**src/design/flc_consts.vh**
```
`ifndef FLC_CONSTS_VH
`define FLC_CONSTS_VH

// Register addresses on the host control port.
`define FLC_ADDR_MAIN        16'h1c00
`define FLC_ADDR_REF         16'h1c04
`define FLC_ADDR_FRAC        16'h1c08

// Main control register fields.
`define FLC_BIT_EN           0
`define FLC_BIT_HOLD         1
`define FLC_BIT_UPD          2
`define FLC_RST_EN           1'h0
`define FLC_RST_HOLD         1'h1

// Reference control register fields.
`define FLC_THR_HI           31
`define FLC_THR_LO           28
`define FLC_BIT_LOCKDET      27
`define FLC_BIT_PHASEDET     22
`define FLC_BIT_REFDET       21
`define FLC_DIV_HI           17
`define FLC_DIV_LO           16
`define FLC_SRC_HI           15
`define FLC_SRC_LO           12
`define FLC_MUL_HI           9
`define FLC_MUL_LO           0
`define FLC_RST_THR          4'h8
`define FLC_RST_LOCKDET      1'h1
`define FLC_RST_PHASEDET     1'h0
`define FLC_RST_REFDET       1'h1
`define FLC_RST_DIV          2'h0
`define FLC_RST_SRC          4'h3
`define FLC_RST_MUL          10'h004

// Fraction register fields.
`define FLC_DEN_HI           31
`define FLC_DEN_LO           16
`define FLC_NUM_HI           15
`define FLC_NUM_LO           0
`define FLC_RST_DEN          16'h0000
`define FLC_RST_NUM          16'h0000

// Reference source codes.
`define FLC_SRC_MCLK         4'h0
`define FLC_SRC_NONE         4'h3
`define FLC_SRC_PDM          4'h5
`define FLC_SRC_SP1          4'h8
`define FLC_SRC_SP2          4'h9

// Reference is deemed stopped after this many core cycles with no edge.
`define FLC_REF_TIMEOUT      8'hff

`endif

```
**src/design/flc_loop_ctrl.v**
```verilog
// Summary of operation
// [RULE1] Software derives numerator and denominator from frequencies divided by their GCD.
// [RULE2] Software computes divisor, numerator and denominator with frequencies in hertz.
// [RULE3] Software programs a numerator and denominator that are coprime.
// [RULE4] Software keeps the numerator strictly below the denominator.
// [RULE5] Enabled with hold set: feedback stops, output frequency stays unchanged.
// [RULE6] Enabled with stopped reference: loop runs freely regardless of hold.
// [RULE7] Hold clear: loop relocks whenever the reference returns.
// [RULE8] Software sets hold before changing other fields on a running loop.
// [RULE9] Writing one to bit 2 applies pending fields; meaningful only while enabled.
// [RULE10] Hold bit 1 resets to one; holds feedback and keeps the integrator.
// [RULE11] Enable bit 0 resets to zero; software sets it last.
// [RULE12] Lock threshold in bits 31:28 defaults to 0x8, range 0x0 to 0xF.
// [RULE13] Lock-detect enable bit 27 defaults to one.
// [RULE14] Phase-detect enable bit 22 defaults to zero.
// [RULE15] Reference-detect enable bit 21 defaults to one.
// [RULE16] Pre-divider bits 17:16 divide by 1, 2, 4, 8; default 00.
// [RULE17] Source bits 15:12 pick master, none, PDM, port 1 or port 2 clock.
// [RULE18] Integer multiplier in bits 9:0 defaults to 0x004.
// [RULE19] Denominator in bits 31:16, numerator in bits 15:0, both default zero.
// [RULE20] The free-running loop output may be chosen as system clock source.
// [RULE21] While enabled, written fields wait for the apply strobe, changing together.
// [RULE22] While disabled, written fields take effect directly.
// [RULE23] A reserved source code behaves as no reference, a stopped reference.
`timescale 1ns/1ps
`default_nettype none

module flc_loop_ctrl (
  // Clock and reset.
  input  wire        core_clk,
  input  wire        rstn,
  // Host control port.
  input  wire        hostWrEn,
  input  wire        hostRdEn,
  input  wire [15:0] hostAddr,
  input  wire [31:0] hostWrData,
  output reg  [31:0] hostRdData,
  // Reference pins.
  input  wire        masterClockInput,
  input  wire        pdmClockInput,
  input  wire        serialPort1BitClock,
  input  wire        serialPort2BitClock,
  // System clock source choice and status to the clock tree.
  input  wire        sysClkFromLoopReq,
  output reg         systemClockFromLoop,
  // Active configuration driven to the analogue loop.
  output reg         loopEnable,
  output reg         feedbackRun,
  output reg         freeRunning,
  output reg         refPresent,
  output reg  [3:0]  lockThreshold,
  output reg         lockDetectEnable,
  output reg         phaseDetectEnable,
  output reg         referenceDetectEnable,
  output reg  [1:0]  referencePredivider,
  output reg  [3:0]  referenceSourceSelect,
  output reg  [9:0]  integerMultiplier,
  output reg  [15:0] fractionDenominator,
  output reg  [15:0] fractionNumerator,
  output reg         configApplied
);

`include "flc_consts.vh"

  // Loop state codes.
  localparam [2:0] ST_OFF  = 3'b001;
  localparam [2:0] ST_LOCK = 3'b010;
  localparam [2:0] ST_FREE = 3'b100;

  reg        loopEnable_ff;
  reg        loopHold_ff;
  reg [31:0] pendRef_ff;
  reg [31:0] pendFrac_ff;
  reg [7:0]  refIdle_ff;
  reg [2:0]  state_ff;
  reg [2:0]  nxt_state;
  reg        wrStrobe;
  wire       refTick;
  wire       wrMain;
  wire       wrRef;
  wire       wrFrac;
  wire       applyNow;
  wire       refAlive;

  assign wrMain = hostWrEn && (hostAddr == `FLC_ADDR_MAIN);
  assign wrRef  = hostWrEn && (hostAddr == `FLC_ADDR_REF);
  assign wrFrac = hostWrEn && (hostAddr == `FLC_ADDR_FRAC);

  // The apply strobe only acts while the loop is enabled.
  always @* begin
    wrStrobe = wrMain && hostWrData[`FLC_BIT_UPD] && loopEnable_ff; // [RULE9]
  end

  // Selected and divided reference from the pins.
  flc_ref_mux uRefMux (
    .core_clk            (core_clk),
    .rstn                (rstn),
    .srcSel              (referenceSourceSelect),
    .preDiv              (referencePredivider),
    .masterClockInput    (masterClockInput),
    .pdmClockInput       (pdmClockInput),
    .serialPort1BitClock (serialPort1BitClock),
    .serialPort2BitClock (serialPort2BitClock),
    .refTick             (refTick)
  );

  // Main control bits; the apply bit is a strobe and is not stored.
  always @(posedge core_clk) begin
    if (!rstn) begin
      loopEnable_ff <= `FLC_RST_EN;   // [RULE11]
      loopHold_ff   <= `FLC_RST_HOLD; // [RULE10]
    end else if (wrMain) begin
      loopEnable_ff <= hostWrData[`FLC_BIT_EN];
      loopHold_ff   <= hostWrData[`FLC_BIT_HOLD];
    end
  end

  // Pending copies of the configuration as software wrote them.
  always @(posedge core_clk) begin
    if (!rstn) begin
      pendRef_ff <= 32'h0;
      pendRef_ff[`FLC_THR_HI:`FLC_THR_LO] <= `FLC_RST_THR;
      pendRef_ff[`FLC_BIT_LOCKDET]        <= `FLC_RST_LOCKDET;
      pendRef_ff[`FLC_BIT_PHASEDET]       <= `FLC_RST_PHASEDET;
      pendRef_ff[`FLC_BIT_REFDET]         <= `FLC_RST_REFDET;
      pendRef_ff[`FLC_DIV_HI:`FLC_DIV_LO] <= `FLC_RST_DIV;
      pendRef_ff[`FLC_SRC_HI:`FLC_SRC_LO] <= `FLC_RST_SRC;
      pendRef_ff[`FLC_MUL_HI:`FLC_MUL_LO] <= `FLC_RST_MUL;
      pendFrac_ff <= {`FLC_RST_DEN, `FLC_RST_NUM};
    end else begin
      if (wrRef) begin
        pendRef_ff <= hostWrData;
      end
      if (wrFrac) begin
        pendFrac_ff <= hostWrData;
      end
    end
  end

  // Active fields follow the pending ones directly when disabled, else on the strobe.
  assign applyNow = wrStrobe || !loopEnable_ff; // [RULE21] [RULE22]

  always @(posedge core_clk) begin
    if (!rstn) begin
      lockThreshold         <= `FLC_RST_THR;       // [RULE12]
      lockDetectEnable      <= `FLC_RST_LOCKDET;   // [RULE13]
      phaseDetectEnable     <= `FLC_RST_PHASEDET;  // [RULE14]
      referenceDetectEnable <= `FLC_RST_REFDET;    // [RULE15]
      referencePredivider   <= `FLC_RST_DIV;       // [RULE16]
      referenceSourceSelect <= `FLC_RST_SRC;       // [RULE17]
      integerMultiplier     <= `FLC_RST_MUL;       // [RULE18]
      fractionDenominator   <= `FLC_RST_DEN;       // [RULE19]
      fractionNumerator     <= `FLC_RST_NUM;
      configApplied         <= 1'b0;
    end else begin
      configApplied <= wrStrobe;
      if (applyNow) begin
        lockThreshold         <= pendRef_ff[`FLC_THR_HI:`FLC_THR_LO];
        lockDetectEnable      <= pendRef_ff[`FLC_BIT_LOCKDET];
        phaseDetectEnable     <= pendRef_ff[`FLC_BIT_PHASEDET];
        referenceDetectEnable <= pendRef_ff[`FLC_BIT_REFDET];
        referencePredivider   <= pendRef_ff[`FLC_DIV_HI:`FLC_DIV_LO];
        referenceSourceSelect <= pendRef_ff[`FLC_SRC_HI:`FLC_SRC_LO];
        integerMultiplier     <= pendRef_ff[`FLC_MUL_HI:`FLC_MUL_LO];
        fractionDenominator   <= pendFrac_ff[`FLC_DEN_HI:`FLC_DEN_LO];
        fractionNumerator     <= pendFrac_ff[`FLC_NUM_HI:`FLC_NUM_LO];
      end
    end
  end

  // Reference watchdog: a run of cycles without a divided edge means stopped.
  always @(posedge core_clk) begin
    if (!rstn) begin
      refIdle_ff <= `FLC_REF_TIMEOUT;
    end else if (refTick) begin
      refIdle_ff <= 8'h00;
    end else if (refIdle_ff != `FLC_REF_TIMEOUT) begin
      refIdle_ff <= refIdle_ff + 8'h01;
    end
  end

  assign refAlive = (refIdle_ff != `FLC_REF_TIMEOUT);

  // Loop state: off, locking to the reference, or free running.
  always @* begin
    case (state_ff)
      ST_OFF: begin
        if (loopEnable_ff && !loopHold_ff && refAlive) begin
          nxt_state = ST_LOCK;
        end else if (loopEnable_ff) begin
          nxt_state = ST_FREE;
        end else begin
          nxt_state = ST_OFF;
        end
      end
      ST_LOCK: begin
        if (!loopEnable_ff) begin
          nxt_state = ST_OFF;
        end else if (loopHold_ff || !refAlive) begin
          nxt_state = ST_FREE; // [RULE5] [RULE6]
        end else begin
          nxt_state = ST_LOCK;
        end
      end
      ST_FREE: begin
        if (!loopEnable_ff) begin
          nxt_state = ST_OFF;
        end else if (!loopHold_ff && refAlive) begin
          nxt_state = ST_LOCK; // [RULE7]
        end else begin
          nxt_state = ST_FREE;
        end
      end
      default: begin
        nxt_state = ST_OFF;
      end
    endcase
  end

  always @(posedge core_clk) begin
    if (!rstn) begin
      state_ff <= ST_OFF;
    end else begin
      state_ff <= nxt_state;
    end
  end

  // Status and loop drive outputs, registered.
  always @(posedge core_clk) begin
    if (!rstn) begin
      loopEnable          <= 1'b0;
      feedbackRun         <= 1'b0;
      freeRunning         <= 1'b0;
      refPresent          <= 1'b0;
      systemClockFromLoop <= 1'b0;
    end else begin
      loopEnable          <= loopEnable_ff;
      feedbackRun         <= (nxt_state == ST_LOCK);   // [RULE10]
      freeRunning         <= (nxt_state == ST_FREE);   // [RULE6]
      refPresent          <= refAlive;
      systemClockFromLoop <= sysClkFromLoopReq && loopEnable_ff; // [RULE20]
    end
  end

  // Read back: pending configuration and live state.
  always @(posedge core_clk) begin
    if (!rstn) begin
      hostRdData <= 32'h0;
    end else if (hostRdEn) begin
      case (hostAddr)
        `FLC_ADDR_MAIN: hostRdData <= {27'h0, refAlive, (state_ff == ST_FREE), 1'b0, loopHold_ff, loopEnable_ff};
        `FLC_ADDR_REF:  hostRdData <= pendRef_ff;
        `FLC_ADDR_FRAC: hostRdData <= pendFrac_ff;
        default:        hostRdData <= 32'h0;
      endcase
    end
  end

endmodule // flc_loop_ctrl

`default_nettype wire

```
**src/design/flc_ref_mux.v**
```verilog
`timescale 1ns/1ps
`default_nettype none

module flc_ref_mux (
  // Clock and reset.
  input  wire        core_clk,
  input  wire        rstn,
  // Source selection and prescaler.
  input  wire [3:0]  srcSel,
  input  wire [1:0]  preDiv,
  // Candidate reference pins.
  input  wire        masterClockInput,
  input  wire        pdmClockInput,
  input  wire        serialPort1BitClock,
  input  wire        serialPort2BitClock,
  // Divided reference edge, one cycle pulse.
  output reg         refTick
);

`include "flc_consts.vh"

  reg  [3:0] syncA_ff;
  reg  [3:0] syncB_ff;
  reg  [3:0] prev_ff;
  reg  [2:0] divCnt_ff;
  reg        selLvl;
  reg        selPrev;
  reg  [2:0] divMask;
  wire       rise;

  // Two stages of synchronisation per pin, then one for edge detection.
  always @(posedge core_clk) begin
    if (!rstn) begin
      syncA_ff <= 4'h0;
      syncB_ff <= 4'h0;
      prev_ff  <= 4'h0;
    end else begin
      syncA_ff <= {serialPort2BitClock, serialPort1BitClock, pdmClockInput, masterClockInput};
      syncB_ff <= syncA_ff;
      prev_ff  <= syncB_ff;
    end
  end

  // Source selection; reserved codes and the no-input code see a stopped reference.
  always @* begin
    selLvl  = 1'b0;
    selPrev = 1'b0;
    case (srcSel)
      `FLC_SRC_MCLK: begin selLvl = syncB_ff[0]; selPrev = prev_ff[0]; end // [RULE17]
      `FLC_SRC_PDM:  begin selLvl = syncB_ff[1]; selPrev = prev_ff[1]; end
      `FLC_SRC_SP1:  begin selLvl = syncB_ff[2]; selPrev = prev_ff[2]; end
      `FLC_SRC_SP2:  begin selLvl = syncB_ff[3]; selPrev = prev_ff[3]; end
      default:       begin selLvl = 1'b0; selPrev = 1'b0; end // [RULE23]
    endcase
  end

  assign rise = selLvl & ~selPrev;

  // Prescaler mask for divide by 1, 2, 4 or 8.
  always @* begin
    case (preDiv)
      2'h0:    divMask = 3'h0; // [RULE16]
      2'h1:    divMask = 3'h1;
      2'h2:    divMask = 3'h3;
      default: divMask = 3'h7;
    endcase
  end

  // Count rising edges and pass one of every N on.
  always @(posedge core_clk) begin
    if (!rstn) begin
      divCnt_ff <= 3'h0;
      refTick   <= 1'b0;
    end else begin
      refTick <= 1'b0;
      if (rise) begin
        if ((divCnt_ff & divMask) == divMask) begin
          divCnt_ff <= 3'h0;
          refTick   <= 1'b1;
        end else begin
          divCnt_ff <= divCnt_ff + 3'h1;
        end
      end
    end
  end

endmodule // flc_ref_mux

`default_nettype wire

```
**config.mk**
```make
export PLATFORM = sky130hd
export DESIGN_NAME = flc_loop_ctrl
export DESIGN_NICKNAME = d
export VERILOG_FILES = /design/src/design/flc_loop_ctrl.v /design/src/design/flc_ref_mux.v
export VERILOG_INCLUDE_DIRS = /design/src /design/src/design
export SDC_FILE = /design/constraint.sdc
export NUM_CORES = 1
export LEC_CHECK = 0
export BUFFER_PORTS_ARGS = -buffer_cell sky130_fd_sc_hd__buf_4
export CAP_MARGIN = 30
export CORE_MARGIN = 5
export CORE_UTILIZATION = 40
export DETAILED_ROUTE_END_ITERATION = 10
export PLACE_DENSITY_LB_ADDON = 0.12
export REMOVE_ABC_BUFFERS = 1
export SLEW_MARGIN = 20
export SYNTH_ARGS = -nofsm -noshare
export SYNTH_HDL_FRONTEND = slang
export SYNTH_SLANG_ARGS = --single-unit
```
**constraint.sdc**
```tcl
create_clock -name core_clk -period 1.9 [get_ports core_clk]
set_input_delay 0 -clock core_clk [delete_from_list [all_inputs] [get_ports core_clk]]
set_output_delay 0 -clock core_clk [all_outputs]
set_load 0.005 [all_outputs]
```
==> results of run 1 <==
-- cells in the mapped netlist (2+ instances only) --
cell / number / area share
nand2_1: 225 / 0.12
dfxtp_1: 186 / 0.52
a21oi_1: 80 / 0.056
nand3_1: 64 / 0.045
o21ai_0: 60 / 0.042
clkbuf_1: 45 / 0.024
a21oi_2: 40 / 0.049
nor2b_1: 32 / 0.028
and2_1: 15 / 0.013
nor2_1: 13 / 0.0069
mux2i_1: 10 / 0.014
buf_4: 6 / 0.0063
and3_1: 5 / 0.0044
buf_2: 5 / 0.0035
o21ai_1: 5 / 0.0035
a221oi_1: 4 / 0.0049
nor3_1: 4 / 0.0028
nand2b_1: 3 / 0.0026
nor4_1: 3 / 0.0026
or4_4: 3 / 0.0047
buf_8: 2 / 0.0042
ha_1: 2 / 0.0035
inv_1: 2 / 0.0011
nand4_1: 2 / 0.0018
nand4bb_1: 2 / 0.0032
nor3b_1: 2 / 0.0021
nor4bb_1: 2 / 0.0028
o31ai_1: 2 / 0.0021
or4bb_1: 2 / 0.0032
xnor2_1: 2 / 0.0025
-- where the power goes --
part / leakage, nW / switching, mW / total, mW / internal, mW
combinational: 1.91 / 0.395 / 0.773 / 0.379
clock: 0.300 / 1.48 / 3.56 / 2.08
sequential: 1.50 / 0.0820 / 4.08 / 3.99
-- how the worst max path moves through the flow --
stage	to	start	cells after the start	slack, ns
after detailed placement	fractionDenominator[5]	hostAddr[9]	8	-0.25
after global placement	integerMultiplier[9]	hostAddr[9]	8	-0.24
final	integerMultiplier[9]	hostAddr[9]	8	0.15
after global routing	integerMultiplier[5]	hostAddr[9]	8	0.03
after CTS	hostRdData[4]	refIdle_ff[0]	5	0.18
after floorplan	integerMultiplier[2]	hostAddr[15]	5	-1.62
-- routing by layer --
layer	track usage	share of wire
met1	0.262	0.47
met2	0.289	0.46
met3	0.0473	0.056
met4	0.0401	0.0056
met5	0	0
-- state kept, by name (all words and copies together) (netlist names), 2 cells and up --
signal	flops
uRefMux.divCnt_ff	3
refIdle_ff	8
fractionNumerator	16
referencePredivider	2
uRefMux.prev_ff	4
fractionDenominator	16
pendRef_ff	32
pendFrac_ff	32
referenceSourceSelect	4
lockThreshold	4
state_ff	3
integerMultiplier	10
hostRdData	32
uRefMux.syncA_ff	4
uRefMux.syncB_ff	4
-- critical path, delay by kind of cell --
family                 cells  cell delay (ns)
and+or+nand+nor            3             1.25
AOI/OAI and AO/OA          2             0.28
buffers and inverters      3             0.54
-- area by class of cell --
cell class | count | area, um^2 | area share
Sequential cell | 186 | 3720 | 0.386
Multi-Input combinational cell | 595 | 3120 | 0.323
Inverter | 2 | 8.76 | 0.000907
Clock inverter | 10 | 115 | 0.0119
Timing Repair Buffer | 230 | 1930 | 0.200
Tap cell | 225 | 282 | 0.0292
Clock buffer | 22 | 484 | 0.0501
-- cells by family after synthesis --
| kind of cell | Yosys count | share of synthesized area |
|---|---|---|
| AO/OA/AOI/OAI | 196 | 0.163 |
| XOR/XNOR | 2 | 0.00246 |
| adder cells (fa/ha/maj) | 2 | 0.00351 |
| buffers and inverters | 62 | 0.0409 |
| flip-flops | 186 | 0.523 |
| multiplexers | 10 | 0.0141 |
| AND/OR/NAND/NOR | 385 | 0.253 |
-- cell usage in the layout, fill, tap and decap left out, types with 5 or more instances in the layout --
master,count
dfxtp_1,186
mux2i_1,10
buf_4,182
o21ai_0,60
nand3_1,64
and3_1,5
o21ai_1,5
nor2_1,13
a21oi_1,80
a21oi_2,40
clkinv_2,5
and2_1,16
dlygate4sd3_1,40
clkbuf_16,17
buf_12,8
nor2b_1,32
nand2_1,225
-- repair_timing --
action,CTS,global route
setup buffers,0,0
hold buffers,40,0
endpoints found under the hold margin,81,0
==> metrics.yaml, run 1 <==
status: "complete, no violations"
ys_ff_latch: 186
ys_seq_area_frac: 0.523
avgSynthCellArea_um2: 8.45
hpwlAfterDp_um: 12600
slew_viol_final: 0
reg2reg_to: "hostRdData[4]"
place_area_um2: 8660
grtUsageTotal: 0.186
reg2reg_slack_ns: 0.20
cts_resized: 0
peakVddDrop_mv: 0.589
power.density_nw_per_um2: 871
dp.cells: 1198
yosys_warnings: 0
wl_per_cell_um: 14.8
initial_core_util: 0.410
synth_flop_cell: "dfxtp_1"
critPathMaxStageDelay_ns: 0.68
synth-edff-count: 0
overflow: 0
finalCriticalPeriod_ns: 1.75
period_share: 0.920
fin_cells: 1270
holdPathEnd: "configApplied"
fillers: 1635
wirelength_um: 18800
clk_pin_slew_worst_paths_ns: 0.07
path_class: "in -> reg"
worst_slew_pin_slew_ns: 0.579
rsz0062_at_grt: "no"
hold_path.class: "in -> reg"
tns_ns: 0
drc_errors: 0
ios: 150
worstPathMaxFanout: 35
syn_inst: 843
coreArea_um2: 17400
hold_viol_final: 0
insertion_delay_ns: 0.43
placement.setup.worst_slack_ns: -0.252
htree_levels: 4
worst_slack_ns: 0.151
whs_ns: 0.0608
worstPathRequired_ns: 2.25
synthesis.area_um2: 7120
critical-path-slowest-cell: "or4b_2"
end_kind: "register"
skew_ns: 0.0163
grt_pass1_wl_um: 30800
antenna_cells: 0
hold_depth: 4
fin_area_um2: 9660
area_growth_pct: 35.6
drive_gt1_frac: 0.258
r2r_start: "refIdle_ff[0]"
setup_violations: 0
path_cells: "buf_4, or4b_2, or4_1, o21ai_4, buf_12, buf_4, nand3_1, o21ai_0"
drtAntennaViolNets: 0
io_buffers: 149
first_pass_iters: 4
tritoncts: "built"
synth_cell_types: 45
r2r_cells: 5
cts_buffer_depth: 2
max_slew_margin: 0.614
rows: 48
via_count: 6214
antenna_found_initial: 0
worstHoldStart: "hostAddr[6]"
die_area_um2: 20600
grt_pass1_vias: 5842
cp.arrival_ns: 2.09
start_kind: "input pin"
final_util: 0.556
cts_sinks: 186
die_width_um: 143
power_leakage_nw: 3.71
fmax_mhz: 572
p_total_mw: 8.41
cp_common_cell: "buf_4"
fin_nets: 1091
first_iter_violations: 340
via_per_inst: 4.89
globalplace.congestion: 0.792
cts-root-buf: "clkbuf_16"
maxCapViolations: 0
die_y_um: 143
async_flop_share: 0
cts_made_buffers: 17
grt_max_degree: 65
(Power assumes the default switching activity.)
==> run 2, diff against run 1 <==
--- a/config.mk
+++ b/config.mk
@@ -6,13 +6,14 @@
 export SDC_FILE = /design/constraint.sdc
 export NUM_CORES = 1
 export LEC_CHECK = 0
-export BUFFER_PORTS_ARGS = -buffer_cell sky130_fd_sc_hd__buf_4
 export CAP_MARGIN = 30
 export CORE_MARGIN = 5
 export CORE_UTILIZATION = 40
 export DETAILED_ROUTE_END_ITERATION = 10
+export DONT_BUFFER_PORTS = 1
 export PLACE_DENSITY_LB_ADDON = 0.12
 export REMOVE_ABC_BUFFERS = 1
+export SETUP_SLACK_MARGIN = 0.2
 export SLEW_MARGIN = 20
 export SYNTH_ARGS = -nofsm -noshare
 export SYNTH_HDL_FRONTEND = slang
==> metrics.yaml, run 2 (synthesis results as in run 1) <==
status: "complete, but fails checks"
violations: "hold timing"
largestRegisters: "hostRdData x32, pendFrac_ff x32, pendRef_ff x32"
first_iter_violations: 381  # +12%
hold_viol_final: 75  # +75
grt_pass1_wl_um: 32200  # +4.6%
hold_depth: 1  # -3
fillers: 1592  # -2.6%
period_share: 0.872  # -0.0484
wirelength_um: 20400  # +8.7%
die_width_um: 143  # unchanged
placement.setup.worst_slack_ns: -0.163  # +0.0884 ns
ios: 150  # unchanged
r2r_cells: 5  # unchanged
fin_area_um2: 9110  # -5.6%
io_buffers: 0  # -100%
worst_slack_ns: 0.243  # +0.0920 ns
r2r_start: "refIdle_ff[0]"
power_leakage_nw: 3.08  # -17%
start_kind: "input pin"
grtUsageTotal: 0.197  # +0.0113
insertion_delay_ns: 0.42  # about the same
wl_per_cell_um: 17.5  # +18%
whs_ns: -0.317  # -0.378 ns
overflow: 0  # unchanged
die_y_um: 143  # unchanged
drc_errors: 0  # unchanged
slew_viol_final: 0  # unchanged
reg2reg_to: "hostRdData[4]"
hold_path.class: "in -> reg"
antenna_cells: 0  # unchanged
tritoncts: "built"
max_slew_margin: 0.529  # -0.0849
worstHoldStart: "rstn"
globalplace.congestion: 0.832  # +5.1%
cts-root-buf: "clkbuf_16"
rsz0062_at_grt: "yes"
end_kind: "register"
antenna_found_initial: 0  # unchanged
cts_sinks: 186  # unchanged
first_pass_iters: 5  # +1
power.density_nw_per_um2: 938  # +7.7%
hpwlAfterDp_um: 12400  # -1.8%
grt_pass1_vias: 6205  # +6.2%
htree_levels: 4  # unchanged
initial_core_util: 0.410  # unchanged
final_util: 0.525  # -0.0313
via_per_inst: 5.29  # +8.0%
rows: 48  # unchanged
finalCriticalPeriod_ns: 1.66  # -0.0920 ns
fin_cells: 1165  # -8.3%
drive_gt1_frac: 0.130  # -0.129
via_count: 6159  # -0.89%
worstPathMaxFanout: 3  # -91%
path_class: "in -> reg"
cts_made_buffers: 17  # unchanged
die_area_um2: 20600  # unchanged
worst_slew_pin_slew_ns: 0.704  # +0.125 ns
cts_buffer_depth: 2  # unchanged
clk_pin_slew_worst_paths_ns: 0.07  # about the same
layout_common_cells: "nand2_1 (225), dfxtp_1 (184), dlygate4sd3_1 (90)"
coreArea_um2: 17400  # unchanged
holdPathEnd: "referenceSourceSelect[1]"
final_common_cell: "nand2_1"
place_area_um2: 7540  # -13%
drtAntennaViolNets: 0  # unchanged
worstPathRequired_ns: 2.21  # -0.04 ns
skew_ns: 0.00920  # -0.00710 ns
fmax_mhz: 604  # +5.6%
setup_violations: 0  # unchanged
maxCapViolations: 0  # unchanged
grt_max_degree: 140  # +120%
area_growth_pct: 27.9
peakVddDrop_mv: 0.610  # +3.5%
reg2reg_slack_ns: 0.30  # +0.10 ns
fin_nets: 988  # -9.4%
dp.cells: 1044  # -13%
cp.arrival_ns: 1.96  # -0.13 ns
run 2: cell count changes in the layout (fill, tap and decap cells not counted), moves of 4 or more:
| cell | change |
|---|---|
| clkinv_2 | -4 |
| dlygate4sd3_1 | +50 |
| buf_4 | -157 |
| buf_12 | +4 |
run 2: worst max-delay path by stage:
stage	start	to	slack (ns)	depth (start not counted)
2_1_floorplan	hostAddr[15]	integerMultiplier[2]	-1.62	5
4_1_cts	refIdle_ff[0]	hostRdData[4]	0.21	5
3_3_place_gp	hostAddr[15]	pendFrac_ff[12]	-0.15	8
3_5_place_dp	hostAddr[9]	integerMultiplier[5]	-0.16	7
5_1_grt	referenceSourceSelect[2]	uRefMux.divCnt_ff[2]	0.19	6
6_report	hostAddr[15]	loopEnable_ff	0.24	7
run 2: area by class of cell:
| type | instances | area [um^2] | area share |
|---|---|---|---|
| clock buffer | 21 | 470 | 0.0516 |
| multi-input combinational | 595 | 3140 | 0.344 |
| inverter | 2 | 8.76 | 0.000961 |
| tap | 225 | 282 | 0.0309 |
| timing repair buffer | 127 | 1330 | 0.146 |
| clock inverter | 9 | 161 | 0.0177 |
| sequential | 186 | 3730 | 0.409 |
run 2: worst max-delay path, stage by stage:
cell and delay (ns):
or4_4 0.53, buf_4 0.18, nor4_1 0.31, dlygate4sd3_1 0.61
nand2_1 0.11, mux2i_1 0.17, nor2_1 0.05
run 2: timing repair:
action,in CTS,in global routing
hold buffers,85,6
gates resized for setup,0,6
hold endpoints to repair,179,75
setup buffers,0,0
endpoints found under the setup margin,0,9
run 2: metrics by stage:
stage / TNS (ns) / total power, mW / hold slack [ns]
2_1_floorplan: -114.51 / 4.57 / 0.0619
3_3_place_gp: -6.74 / 4.67 / 0.0851
3_5_place_dp: -8.19 / 4.68 / 0.0907
4_1_cts: 0 / 8.60 / -0.363
5_1_grt: 0 / 8.90 / -0.347
6_report: 0 / 8.55 / -0.317
run 2: where the power goes:
group / internal [mW] / switching (mW) / total, mW
sequential: 3.99 / 0.0866 / 4.08
clock: 2.31 / 1.50 / 3.81
combinational: 0.322 / 0.340 / 0.662
total: 6.62 / 1.93 / 8.55
run 2: metal layers:
layer  vias to the layer above  track usage  wire length (um)
li1                       3014            -                 -
met1                      2951        0.254              8810
met2                       180        0.324              9860
met3                        14       0.0606              1600
met4                         0       0.0481               159
met5                         -            0                 0
